File: src/hdl/dpc_defines.vh
// constants for the dual wiper serial command decoder
`ifndef DPC_DEFINES_VH
`define DPC_DEFINES_VH
// frame layout
`define DPC_FRAME_BITS    24
`define DPC_OPC_MSB       23
`define DPC_OPC_LSB       20
`define DPC_ADDR_MSB      19
`define DPC_ADDR_LSB      16
`define DPC_WORD_MSB      15
`define DPC_WIPER_MSB     9
`define DPC_WIPER_BITS    10
`define DPC_WORD_BITS     16
`define DPC_NUM_WORDS     16
// opcodes
`define DPC_OP_NOP        4'h0
`define DPC_OP_RESTORE    4'h1
`define DPC_OP_STORE      4'h2
`define DPC_OP_WR_WORD    4'h3
`define DPC_OP_SHR_ONE    4'h4
`define DPC_OP_SHR_ALL    4'h5
`define DPC_OP_DEC_ONE    4'h6
`define DPC_OP_DEC_ALL    4'h7
`define DPC_OP_RELOAD     4'h8
`define DPC_OP_RD_WORD    4'h9
`define DPC_OP_RD_WIPER   4'ha
`define DPC_OP_WR_WIPER   4'hb
`define DPC_OP_SHL_ONE    4'hc
`define DPC_OP_SHL_ALL    4'hd
`define DPC_OP_INC_ONE    4'he
`define DPC_OP_INC_ALL    4'hf
// reset values and full-scale wiper value
`define DPC_WORD_RESET    16'h0200
`define DPC_WIPER_FULL    10'h3ff
`define DPC_WIPER_MID     10'h200
`endif

File: src/hdl/dpc_sync.v
// two flip-flop synchroniser for one level
`timescale 1ns/10ps
module dpc_sync
#(
  parameter RESET_VAL = 1'b0
)
(
  // clock and reset
  input  wire core_clk,
  input  wire reset_n,
  // level in and out
  input  wire async_in,
  output reg  sync_out
);

  reg meta_reg;

  // first stage feeds only the second
  always @(posedge core_clk or negedge reset_n)
  begin
    if (!reset_n)
    begin
      meta_reg <= RESET_VAL;
      sync_out <= RESET_VAL;
    end
    else
    begin
      meta_reg <= async_in;
      sync_out <= meta_reg;
    end
  end

endmodule

File: src/hdl/dpc_wiper_alu.v
// next wiper value for the step and shift opcodes
`timescale 1ns/10ps
`include "dpc_defines.vh"
module dpc_wiper_alu
#(
  parameter W = `DPC_WIPER_BITS
)
(
  // operation and value
  input  wire [3:0]   opcode,
  input  wire [W-1:0] wiper_in,
  // result
  output reg  [W-1:0] wiper_out
);

  // one step per opcode, all saturating
  always @*
  begin
    wiper_out = wiper_in;
    case (opcode)
      `DPC_OP_SHR_ONE, `DPC_OP_SHR_ALL:
        wiper_out = wiper_in >> 1;
      `DPC_OP_DEC_ONE, `DPC_OP_DEC_ALL:
        if (wiper_in != {W{1'b0}})
          wiper_out = wiper_in - {{(W-1){1'b0}}, 1'b1};
      `DPC_OP_SHL_ONE, `DPC_OP_SHL_ALL:
      begin
        if (wiper_in == {W{1'b0}})
          wiper_out = {{(W-1){1'b0}}, 1'b1};
        else if (wiper_in[W-1])
          wiper_out = {W{1'b1}};
        else
          wiper_out = {wiper_in[W-2:0], 1'b0};
      end
      `DPC_OP_INC_ONE, `DPC_OP_INC_ALL:
        if (wiper_in != {W{1'b1}})
          wiper_out = wiper_in + {{(W-1){1'b0}}, 1'b1};
      default:
        wiper_out = wiper_in;
    endcase
  end

endmodule

File: src/hdl/dpc_decoder.v
// serial command decoder for a dual channel digital potentiometer
`timescale 1ns/10ps
`include "dpc_defines.vh"
module dpc_decoder
#(
  parameter FRAME_BITS = `DPC_FRAME_BITS,
  parameter WIPER_BITS = `DPC_WIPER_BITS,
  parameter WORD_BITS  = `DPC_WORD_BITS,
  parameter NUM_WORDS  = `DPC_NUM_WORDS
)
(
  // clock and reset
  input  wire                  core_clk,
  input  wire                  reset_n,
  // serial link pins
  input  wire                  spi_cs_n,
  input  wire                  spi_sclk,
  input  wire                  spi_mosi,
  output reg                   spi_miso_out,
  output reg                   spi_miso_oe_n,
  // clock mode strap: 1 selects idle high, phase 1
  input  wire                  clk_idle_high,
  // wiper positions
  output reg  [WIPER_BITS-1:0] wiper0_reg,
  output reg  [WIPER_BITS-1:0] wiper1_reg,
  // read power state and busy
  output reg                   read_state_reg,
  output reg                   exec_pulse_reg
);

  // ****************************************************************
  // input synchronisers
  // ****************************************************************
  wire cs_n_s;
  wire sclk_s;
  wire mosi_s;
  wire mode_s;

  dpc_sync #(.RESET_VAL(1'b1)) u_sync_cs
  (
    .core_clk (core_clk),
    .reset_n  (reset_n),
    .async_in (spi_cs_n),
    .sync_out (cs_n_s)
  );

  dpc_sync #(.RESET_VAL(1'b0)) u_sync_sclk
  (
    .core_clk (core_clk),
    .reset_n  (reset_n),
    .async_in (spi_sclk),
    .sync_out (sclk_s)
  );

  dpc_sync #(.RESET_VAL(1'b0)) u_sync_mosi
  (
    .core_clk (core_clk),
    .reset_n  (reset_n),
    .async_in (spi_mosi),
    .sync_out (mosi_s)
  );

  dpc_sync #(.RESET_VAL(1'b0)) u_sync_mode
  (
    .core_clk (core_clk),
    .reset_n  (reset_n),
    .async_in (clk_idle_high),
    .sync_out (mode_s)
  );

  // ****************************************************************
  // edge detection
  // ****************************************************************
  reg  cs_n_d_reg;
  reg  sclk_d_reg;
  wire cs_fall;
  wire cs_rise;
  wire sclk_rise;
  wire sclk_fall;
  wire sample_edge;
  wire shift_edge;

  // delayed copies of synchronised levels
  always @(posedge core_clk or negedge reset_n)
  begin
    if (!reset_n)
    begin
      cs_n_d_reg <= 1'b1;
      sclk_d_reg <= 1'b0;
    end
    else
    begin
      cs_n_d_reg <= cs_n_s;
      sclk_d_reg <= sclk_s;
    end
  end

  assign cs_fall   = cs_n_d_reg & ~cs_n_s;
  assign cs_rise   = ~cs_n_d_reg & cs_n_s;
  assign sclk_rise = ~sclk_d_reg & sclk_s;
  assign sclk_fall = sclk_d_reg & ~sclk_s;
  // both modes sample on rising and launch on falling edge
  assign sample_edge = ~cs_n_s & sclk_rise;
  assign shift_edge  = ~cs_n_s & sclk_fall;

  // ****************************************************************
  // shift register and bit counter
  // ****************************************************************
  reg  [FRAME_BITS-1:0] shift_reg;
  reg  [FRAME_BITS-1:0] out_reg;
  reg  [5:0]            bit_cnt_reg;
  reg                   clk_seen_reg;
  reg                   out_bit_reg;
  reg                   phase_reg;
  wire [FRAME_BITS-1:0] out_load;

  // mode latched at each select fall
  always @(posedge core_clk or negedge reset_n)
  begin
    if (!reset_n)
      phase_reg <= 1'b0;
    else if (cs_fall)
      phase_reg <= mode_s;
  end

  // shift in msb first on sample edges
  always @(posedge core_clk or negedge reset_n)
  begin
    if (!reset_n)
    begin
      shift_reg    <= {FRAME_BITS{1'b0}};
      bit_cnt_reg  <= 6'h00;
      clk_seen_reg <= 1'b0;
    end
    else if (cs_fall)
    begin
      clk_seen_reg <= 1'b0;
    end
    else if (sample_edge)
    begin
      shift_reg    <= {shift_reg[FRAME_BITS-2:0], mosi_s};
      clk_seen_reg <= 1'b1;
      if (bit_cnt_reg == 6'h2f)
        bit_cnt_reg <= 6'h18;
      else
        bit_cnt_reg <= bit_cnt_reg + 6'h01;
    end
    else if (cs_rise & ((bit_cnt_reg[1:0] != 2'h0) | clk_seen_reg))
      bit_cnt_reg <= 6'h00; // garbled or finished frame
  end

  // ****************************************************************
  // serial output
  // ****************************************************************
  // outgoing frame: echo or readback word
  always @(posedge core_clk or negedge reset_n)
  begin
    if (!reset_n)
    begin
      out_reg     <= {FRAME_BITS{1'b0}};
      out_bit_reg <= 1'b0;
    end
    else if (cs_fall)
    begin
      out_reg     <= out_load;
      out_bit_reg <= out_load[FRAME_BITS-1];
    end
    else if (shift_edge & (~phase_reg | clk_seen_reg))
    begin
      out_reg     <= {out_reg[FRAME_BITS-2:0], shift_reg[0]};
      out_bit_reg <= out_reg[FRAME_BITS-2];
    end
  end

  // open-drain: enable low pulls the line to the bit level
  always @(posedge core_clk or negedge reset_n)
  begin
    if (!reset_n)
    begin
      spi_miso_out  <= 1'b1;
      spi_miso_oe_n <= 1'b1;
    end
    else
    begin
      spi_miso_out  <= 1'b0;
      spi_miso_oe_n <= cs_n_s | out_bit_reg; // low only when driving zero
    end
  end

  // ****************************************************************
  // stored words
  // ****************************************************************
  reg [WORD_BITS-1:0] word_mem [0:NUM_WORDS-1];
  reg [WORD_BITS-1:0] read_word_reg;
  reg                 read_pend_reg;
  integer             i;

  // ****************************************************************
  // command decode
  // ****************************************************************
  reg  [FRAME_BITS-1:0] cmd_reg;
  reg                   cmd_valid_reg;
  reg                   boot_reg;
  wire [FRAME_BITS-1:0] cmd_now;
  wire [3:0]            opcode;
  wire [3:0]            addr;
  wire                  chan;
  wire [WORD_BITS-1:0]  data_word;
  wire [WIPER_BITS-1:0] data_wiper;
  wire                  do_exec;
  wire [WIPER_BITS-1:0] alu0_out;
  wire [WIPER_BITS-1:0] alu1_out;
  wire [WIPER_BITS-1:0] sel_wiper;

  // clocked frame or repeat of the previous one
  assign cmd_now    = clk_seen_reg ? shift_reg : cmd_reg;
  assign opcode     = cmd_now[`DPC_OPC_MSB:`DPC_OPC_LSB];
  assign addr       = cmd_now[`DPC_ADDR_MSB:`DPC_ADDR_LSB];
  assign chan       = addr[0];
  assign data_word  = cmd_now[`DPC_WORD_MSB:0];
  assign data_wiper = cmd_now[`DPC_WIPER_MSB:0];
  assign sel_wiper  = chan ? wiper1_reg : wiper0_reg;
  // frames of 24 or more bits whose count is a multiple of four execute
  assign do_exec = cs_rise & (bit_cnt_reg[1:0] == 2'h0) &
                   (clk_seen_reg ? (bit_cnt_reg >= 6'h18) :
                    cmd_valid_reg);
  // readback goes into the data bytes of the next frame
  assign out_load = read_pend_reg ?
                    {shift_reg[FRAME_BITS-1:WORD_BITS], read_word_reg} :
                    shift_reg;

  dpc_wiper_alu #(.W(WIPER_BITS)) u_alu0
  (
    .opcode    (opcode),
    .wiper_in  (wiper0_reg),
    .wiper_out (alu0_out)
  );

  dpc_wiper_alu #(.W(WIPER_BITS)) u_alu1
  (
    .opcode    (opcode),
    .wiper_in  (wiper1_reg),
    .wiper_out (alu1_out)
  );

  // execution at select rise
  always @(posedge core_clk or negedge reset_n)
  begin
    if (!reset_n)
    begin
      wiper0_reg     <= `DPC_WIPER_MID;
      wiper1_reg     <= `DPC_WIPER_MID;
      read_state_reg <= 1'b0;
      exec_pulse_reg <= 1'b0;
      read_pend_reg  <= 1'b0;
      read_word_reg  <= {WORD_BITS{1'b0}};
      cmd_reg        <= {FRAME_BITS{1'b0}};
      cmd_valid_reg  <= 1'b0;
      boot_reg       <= 1'b1;
      for (i = 0; i < NUM_WORDS; i = i + 1)
        word_mem[i] <= `DPC_WORD_RESET;
    end
    else if (boot_reg)
    begin
      // power-up refresh from stored words
      boot_reg   <= 1'b0;
      wiper0_reg <= word_mem[0][WIPER_BITS-1:0];
      wiper1_reg <= word_mem[1][WIPER_BITS-1:0];
    end
    else
    begin
      exec_pulse_reg <= do_exec;
      if (do_exec)
      begin
        cmd_reg       <= cmd_now;
        cmd_valid_reg <= 1'b1;
        read_pend_reg <= 1'b0;
        case (opcode)
          `DPC_OP_NOP:
            read_state_reg <= 1'b0;
          `DPC_OP_RESTORE:
          begin
            read_state_reg <= 1'b1;
            if (chan)
              wiper1_reg <= word_mem[1][WIPER_BITS-1:0];
            else
              wiper0_reg <= word_mem[0][WIPER_BITS-1:0];
          end
          `DPC_OP_STORE:
            word_mem[{3'h0, chan}] <=
              {{(WORD_BITS-WIPER_BITS){1'b0}}, sel_wiper};
          `DPC_OP_WR_WORD:
          begin
            word_mem[addr] <= data_word;
            if (addr == 4'h0)
              wiper0_reg <= data_word[WIPER_BITS-1:0];
            else if (addr == 4'h1)
              wiper1_reg <= data_word[WIPER_BITS-1:0];
          end
          `DPC_OP_RELOAD:
          begin
            wiper0_reg <= word_mem[0][WIPER_BITS-1:0];
            wiper1_reg <= word_mem[1][WIPER_BITS-1:0];
          end
          `DPC_OP_RD_WORD:
          begin
            read_word_reg <= word_mem[addr];
            read_pend_reg <= 1'b1;
          end
          `DPC_OP_RD_WIPER:
          begin
            read_word_reg <=
              {{(WORD_BITS-WIPER_BITS){1'b0}}, sel_wiper};
            read_pend_reg <= 1'b1;
          end
          `DPC_OP_WR_WIPER:
            if (chan)
              wiper1_reg <= data_wiper;
            else
              wiper0_reg <= data_wiper;
          `DPC_OP_SHR_ONE, `DPC_OP_DEC_ONE,
          `DPC_OP_SHL_ONE, `DPC_OP_INC_ONE:
            if (chan)
              wiper1_reg <= alu1_out;
            else
              wiper0_reg <= alu0_out;
          `DPC_OP_SHR_ALL, `DPC_OP_DEC_ALL,
          `DPC_OP_SHL_ALL, `DPC_OP_INC_ALL:
          begin
            wiper0_reg <= alu0_out;
            wiper1_reg <= alu1_out;
          end
          default:
            read_state_reg <= read_state_reg;
        endcase
      end
    end
  end

endmodule

File: config.mk
export PLATFORM = sky130hd
export DESIGN_NAME = dpc_decoder
export DESIGN_NICKNAME = d
export VERILOG_FILES = /design/src/hdl/dpc_sync.v /design/src/hdl/dpc_wiper_alu.v /design/src/hdl/dpc_decoder.v
export VERILOG_INCLUDE_DIRS = /design/src /design/src/hdl
export SDC_FILE = /design/constraint.sdc
export NUM_CORES = 1
export LEC_CHECK = 0
export BUFFER_PORTS_ARGS = -buffer_cell sky130_fd_sc_hd__buf_2
export CORE_ASPECT_RATIO = 0.6
export CORE_MARGIN = 4
export CORE_UTILIZATION = 45
export DETAILED_ROUTE_END_ITERATION = 10
export PLACE_DENSITY_LB_ADDON = 0.05
export SLEW_MARGIN = 10
export SYNTH_ARGS = -nofsm -noshare
export SYNTH_HDL_FRONTEND = slang
export SYNTH_SLANG_ARGS = --single-unit
export TNS_END_PERCENT = 100
File: constraint.sdc
create_clock -name core_clk -period 7 [get_ports core_clk]
set_input_delay 1.05 -clock core_clk [delete_from_list [all_inputs] [get_ports core_clk]]
set_output_delay 1.05 -clock core_clk [all_outputs]
set_load 0.005 [all_outputs]
# Word level (Yosys, flattened, before mapping)
# Index checks and enable logic that the tools add are counted.
[op_classes] addsub=5 order_cmp=5 eq_ne=28 n_mux=51 bitwise_logic=22 n_reduce_logical=33
[ops] op="256-bit bitwise mux" n=2
[ops] op="256-bit case mux with 2 select lines" n=1
[ops] op="10-bit two-way mux" n=22
[ops] op="16-bit demux with 4-bit select" n=2
[ops] op="10-bit case mux with 6 select lines" n=2
[ops] op="16-bit two-way mux" n=5
[ops] op="10-bit case mux with 4 select lines" n=2
[ops] op="16-bit binary-select mux with 4-bit select" n=1
[ops] op="23-bit two-way mux" n=2
[ops] op="4-bit == test, second input constant" n=8
[ops] op="16-bit case mux with 2 select lines" n=1
[ops] op="3-bit inequality test, second input constant" n=9
[ops] op="24-bit two-way mux" n=1
[ops] op="10-bit by 1-bit adder with 10-bit output, second input constant" n=2
[ops] op="10-bit zero test" n=2
[ops] op="10-bit inequality test, second input constant" n=2
[ops] op="10-bit nonzero test" n=2
[ops] op="10-bit by 1-bit subtractor with 10-bit output, second input constant" n=2
[ops] op="6-bit two-way mux" n=3
[ops] op="4-bit by 3-bit == test with 1-bit output, second input constant" n=4
[ops] op="2-bit nonzero test" n=8
[ops] op="1-bit AND" n=10
[ops] op="5-bit >= comparator, second input constant" n=2
[ops] op="5-bit by 1-bit < comparator with 1-bit output, second input constant" n=2
[ops] op="21 further kinds" n=47
[totals] reg_bits=388 in_bits=6 out_inout_bits=24 wordCells=186

# Depth between registers and ports, before layout
[depth] depth_word=8 mapped_depth=15 ltp_nobuf=10

# Cells and area by module
# Synthesis repeated with hierarchy kept, for this count alone.
[unflattened] cells_unflattened=2042 area_unflattened_um2=20099.3
[by_module_without_submodules] mod="dpc_decoder" n_inst=1 cells_each=1722 area_each_um2=18018.5
[by_module_without_submodules] mod="dpc_wiper_alu (u_alu0)" n_inst=1 cells_each=155 area_each_um2=962.2
[by_module_without_submodules] mod="dpc_wiper_alu (u_alu1)" n_inst=1 cells_each=157 area_each_um2=915.9
[by_module_without_submodules] mod="dpc_sync (u_sync_mode ...)" n_inst=3 cells_each=2 area_each_um2=50.0
[by_module_without_submodules] mod="dpc_sync (u_sync_cs)" n_inst=1 cells_each=2 area_each_um2=52.6

# Worst setup path before layout
# Ideal clock, no wire load.
[synth_path] kind="register to register" startpoint="register clk_seen_reg" endpoint="register wiper0_reg[4]" setup_ns=0.091 arrival_ns=2.724 t_required_ns=6.909 setup_slack_ns=4.185 path_stages_with_launch=14 period_less_slack_ns=2.815 path_cell_list="dfrtp_1 buf_6 buf_8 buf_8 buf_6 nand4_1 nand2_1 xnor2_1 ha_1 or4_1 o31a_1 nor3_1 o221ai_1 o221ai_1"
[synth_between] elab_chain_cells=8 elab_cells_between_ends=36 classes_between="eq/ne (16); mux (9); bitwise (1); reduce/logical (10)"
[synth_rtl] item="start: declaration" line_no="dpc_decoder.v:112" source="reg clk_seen_reg;"
[synth_rtl] item="start signal: assignment" line_no="dpc_decoder.v:133" source="clk_seen_reg <= 1'b0;"
[synth_rtl] item="start signal: assignment" line_no="dpc_decoder.v:137" source="clk_seen_reg <= 1'b0;"
[synth_rtl] item="start signal: assignment" line_no="dpc_decoder.v:142" source="clk_seen_reg <= 1'b1;"
[synth_rtl] item="24-bit two-way mux" line_no="dpc_decoder.v:216" source="assign cmd_now = clk_seen_reg ? shift_reg : cmd_reg;"
[synth_rtl] item="4-bit == test / 4-bit by 3-bit == test with 1-bit output (equally long branches)" line_no="dpc_wiper_alu.v:20, dpc_decoder.v:278"
[synth_rtl] item="2-bit OR reduction" line_no="dpc_wiper_alu.v:20" source="case (opcode)"
[synth_rtl] item="10-bit case mux with 4 select lines" line_no="dpc_wiper_alu.v:20"
[synth_rtl] item="10-bit two-way mux" line_no="dpc_decoder.v:323" source="if (chan)"
[synth_rtl] item="10-bit case mux with 6 select lines" line_no="dpc_decoder.v:278" source="case (opcode)"
[synth_rtl] item="10-bit two-way mux" line_no="dpc_decoder.v:273" source="if (do_exec)"
[synth_rtl] item="10-bit two-way mux" line_no="dpc_decoder.v:263" source="else if (boot_reg)"
[synth_rtl] item="end signal: assignment" line_no="dpc_decoder.v:267" source="wiper0_reg <= word_mem[0][WIPER_BITS-1:0];"
[synth_rtl] item="end signal: assignment" line_no="dpc_decoder.v:326" source="wiper0_reg <= alu0_out;"
[synth_rtl] item="end signal: assignment" line_no="dpc_decoder.v:330" source="wiper0_reg <= alu0_out;"
[synth_rtl] item="end: declaration" line_no="dpc_decoder.v:24" source="output reg [WIPER_BITS-1:0] wiper0_reg,"
# Parallel ways exist; a longest one is shown, timed or not. The select of a mux whose other input is x is not followed.
# A chain may end at the register's enable or synchronous reset.

# Worst setup path in the final report
[layout_path] startpoint="register clk_seen_reg" endpoint="register word_mem[113] (netlist name)"
[layout_between] elab_chain_cells=8 elab_cells_between_ends=23 classes_between="order compare (4); eq/ne (2); mux (10); bitwise (3); reduce/logical (4)"
[layout_rtl] item="24-bit two-way mux" line_no="dpc_decoder.v:216"
[layout_rtl] item="4-bit NOT with 5-bit output (implied by the code) / 1-bit NOT with 5-bit output (equally long branches)" line_no="dpc_decoder.v:294, dpc_decoder.v:290"
[layout_rtl] item="5-bit >= comparator (implied by the code) (tied with other cells)" line_no="dpc_decoder.v:294" source="word_mem[addr] <= data_word;"
[layout_rtl] item="1-bit logical AND, on equally long branches" line_no="dpc_decoder.v:294, dpc_decoder.v:290"
[layout_rtl] item="16-bit two-way mux, on equally long branches" line_no="dpc_decoder.v:294, dpc_decoder.v:290"
[layout_rtl] item="16-bit demux with 4-bit select, on equally long branches" line_no="dpc_decoder.v:294, dpc_decoder.v:290"
[layout_rtl] item="256-bit bitwise mux, on equally long branches" line_no="dpc_decoder.v:294, dpc_decoder.v:290"
[layout_rtl] item="256-bit case mux with 2 select lines" line_no="dpc_decoder.v:278"
[layout_rtl] item="end signal: indexed assignment" line_no="dpc_decoder.v:261" source="word_mem[i] <= `DPC_WORD_RESET;"
[layout_rtl] item="end signal: indexed assignment" line_no="dpc_decoder.v:290" source="word_mem[{3'h0, chan}] <="
[layout_rtl] item="end signal: indexed assignment" line_no="dpc_decoder.v:294"
[layout_rtl] item="end: declaration" line_no="dpc_decoder.v:193" source="reg [WORD_BITS-1:0] word_mem [0:NUM_WORDS-1];"
# Parallel ways exist; a longest one is shown, timed or not.

==> metrics.txt <==
endpoints failing setup 0; peak supply drop 0.141 mV; WS Path Type reg2reg; max_slew headroom 16.7%; Mapped Area 19,600 µm²; most frequent CP cell buf_4; Initial Util 46.1%; Most used DFF post-synth dfrtp_1; Syn-to-layout area delta 8.33%; share of post-route cells with drive strength above 1 10.3%; Post CTS Setup Buffer Count 0; largest net degree at the start of global routing 171; fillers 4,042; Final Cycle Share 61.5%; remaining antenna violation count 0; worst reg2reg setup slack 2.69 ns; CTS clk-pin slew, worst paths 0.06 ns; DIE AREA 47,000 µm²; Max Clock Freq 232 MHz; Yosys top cell area share 46.6%; maxcap violations 0; Cells after Synth 2,175; vias 16,400; worst-skew pair later-pin latency 0.54 ns; CTS sink count 388; Synth Net Count 2,185; Routed WL 63,600 µm; CP Launch Type flop; H-tree levels 2; die height 170 µm; CP Max Fanout 39; min Tclk post-route 4.31 ns; DR iter-0 viols 1,972; Clock Skews 0.0193 ns; Power per Cell Area 224 nW/µm²; commonest non-fill, non-tap cells in the layout 541 x nand2_1, 364 x dfrtp_1, 306 x o21ai_0; Final Wtd Congestion 0.952; final instance area 21,200 µm²; max FFs per register 256; CTS tree done; Die X 277 µm; first-pass GRT wire length 98,400 µm; CTS root buffer clkbuf_16; IO buf count 29; DR WL/cell 23.7 µm; vias in the first global route 15,300; endpoint class of the critical path flop; final hold vios 0; hpwl dp 42,100 µm; Slew Limit Fails 0; area leader, netlist dfrtp_1; post-place setup slack 2.74 ns; Crit path largest cell delay 1.06 ns; Post-CTS Hold Fix Bufs 0; worst hold-check path type reg2reg; cells along the critical path buf_4, nor2_1, a311oi_2, nand2_2, buf_4, or4_1, nand2_1, o21ai_0; I/O pin total 30; Yosys cell types 87; vias per cell 6.10; Lkg Pwr 8.79 nW; Avg Inst Size Synth 9.01 µm²; Post-CTS Resized 0; Area after DPL 20,000 µm²; #FFs+latches synth 388; most common cell after layout, fill and taps aside nand2_1; initial antenna violation count 1; core area 42,500 µm²; status completed; total grt overflow 0; register area share after synthesis 49.7%; top cells by area, synth dfrtp_1 47%, nand2_1 10%, o21ai_0 7.8%, mux2i_1 5.8%, dfstp_2 3.1%; total CTS buffers 39; diodes inserted 0; slowest stage cell, crit path or4_1; CP required 7.36 ns; CP Data Arrival Time 4.66 ns; Setup WS post-layout 2.69 ns; worst-margin pin slew 1.24 ns; Global Route Usage Sum 26.9%; Post-synth EDFFs 0; RSZ-0062 raised after global routing false; Max Root-Sink Buffers 3; drt drc 0; Post-synth ARST share 100%; final setup TNS 0 ns; final net count 2,098; fin util 50.0%; number of synthesis warnings 0; drt first pass iters 7; row count 58
cells by family (layout without fill, tap and decap cells):
logic type | after synthesis | count (layout) | share of synthesized area [%]
DFF | 388 | 388 | 49.7
other | 1 | 1 | 0.0191
xor gates and xnor gates | 5 | 5 | 0.224
and+or+nand+nor | 800 | 800 | 17.6
adders and majority gates | 4 | 4 | 0.256
muxes | 146 | 146 | 8.64
AOI/OAI and AO/OA | 595 | 595 | 18.5
buffers and inverters | 236 | 175 | 5.11
through the flow:
step	cells	power (mW)	hold slack [ns]
6_report	2684	4.75	0.348
5_1_grt	2684	4.93	0.353
4_1_cts	2684	4.78	0.351
3_5_place_dp	2617	2.75	0.337
3_3_place_gp	2617	2.74	0.333
2_1_floorplan	2175	2.58	0.331
path summary, 6_finish.rpt:
kind	to	cells past startpoint	from
min in group asynchronous	word_mem[58]	1	reset_n
hold reg to reg	u_sync_sclk.sync_out	0	u_sync_sclk.meta_reg
setup reg to reg	word_mem[113]	8	clk_seen_reg
max in group asynchronous	word_mem[172]	2	reset_n
hold / removal	u_sync_sclk.sync_out	0	u_sync_sclk.meta_reg
setup / recovery	word_mem[113]	8	clk_seen_reg
critical path, delay by kind of cell, from the launching register on:
kind            cells  cell delay (ns)
simple gates        4             1.80
buf+inv             2             0.97
flops               1             0.74
compound gates      2             0.57
layout make-up:
type                            count  area, µm²  share of cell area, %
Inverter                           35        131                  0.619
Tap cell                          570        713                   3.36
Multi-Input combinational cell   1551       8930                   42.1
Clock inverter                      8       71.3                  0.336
Timing Repair Buffer               73        510                   2.41
Sequential cell                   388       9740                   45.9
Clock buffer                       59       1120                   5.28
where the power goes:
| part | internal, mW | switching [mW] |
|---|---|---|
| Sequential | 2.29 | 0.0608 |
| Combinational | 0.107 | 0.260 |
| Clock | 1.14 | 0.890 |
| Total | 3.54 | 1.21 |
per-layer routing:
metal / vias to the layer above / wire length (µm) / GRT usage [%]
li1: 7476 / - / -
met1: 8092 / 31400 / 43.1
met2: 700 / 24900 / 36.1
met3: 97 / 6000 / 6.97
met4: 2 / 1220 / 5.55
met5: - / 5 / 0
cells in the mapped netlist (7+ instances only):
cell type,count
nand2_1,542
dfrtp_1,365
o21ai_0,306
clkbuf_1,160
mux2i_1,114
a21oi_1,75
nor2_1,72
nand3_1,62
inv_1,34
dfstp_2,23
buf_2,22
or4_1,19
a31oi_1,17
mux4_2,16
a311oi_1,15
nor3_1,15
o211ai_1,15
o21ai_1,15
o22ai_1,15
a32oi_1,14
o31ai_1,14
a2111oi_0,13
mux2_2,13
nor4_1,13
a21o_1,12
nand4_1,12
and3_1,11
a22o_1,10
a22oi_1,10
or2_2,8
buf_4,7
o2111ai_1,7
or3_1,7
Note: power is estimated with default switching activity, not from simulation.
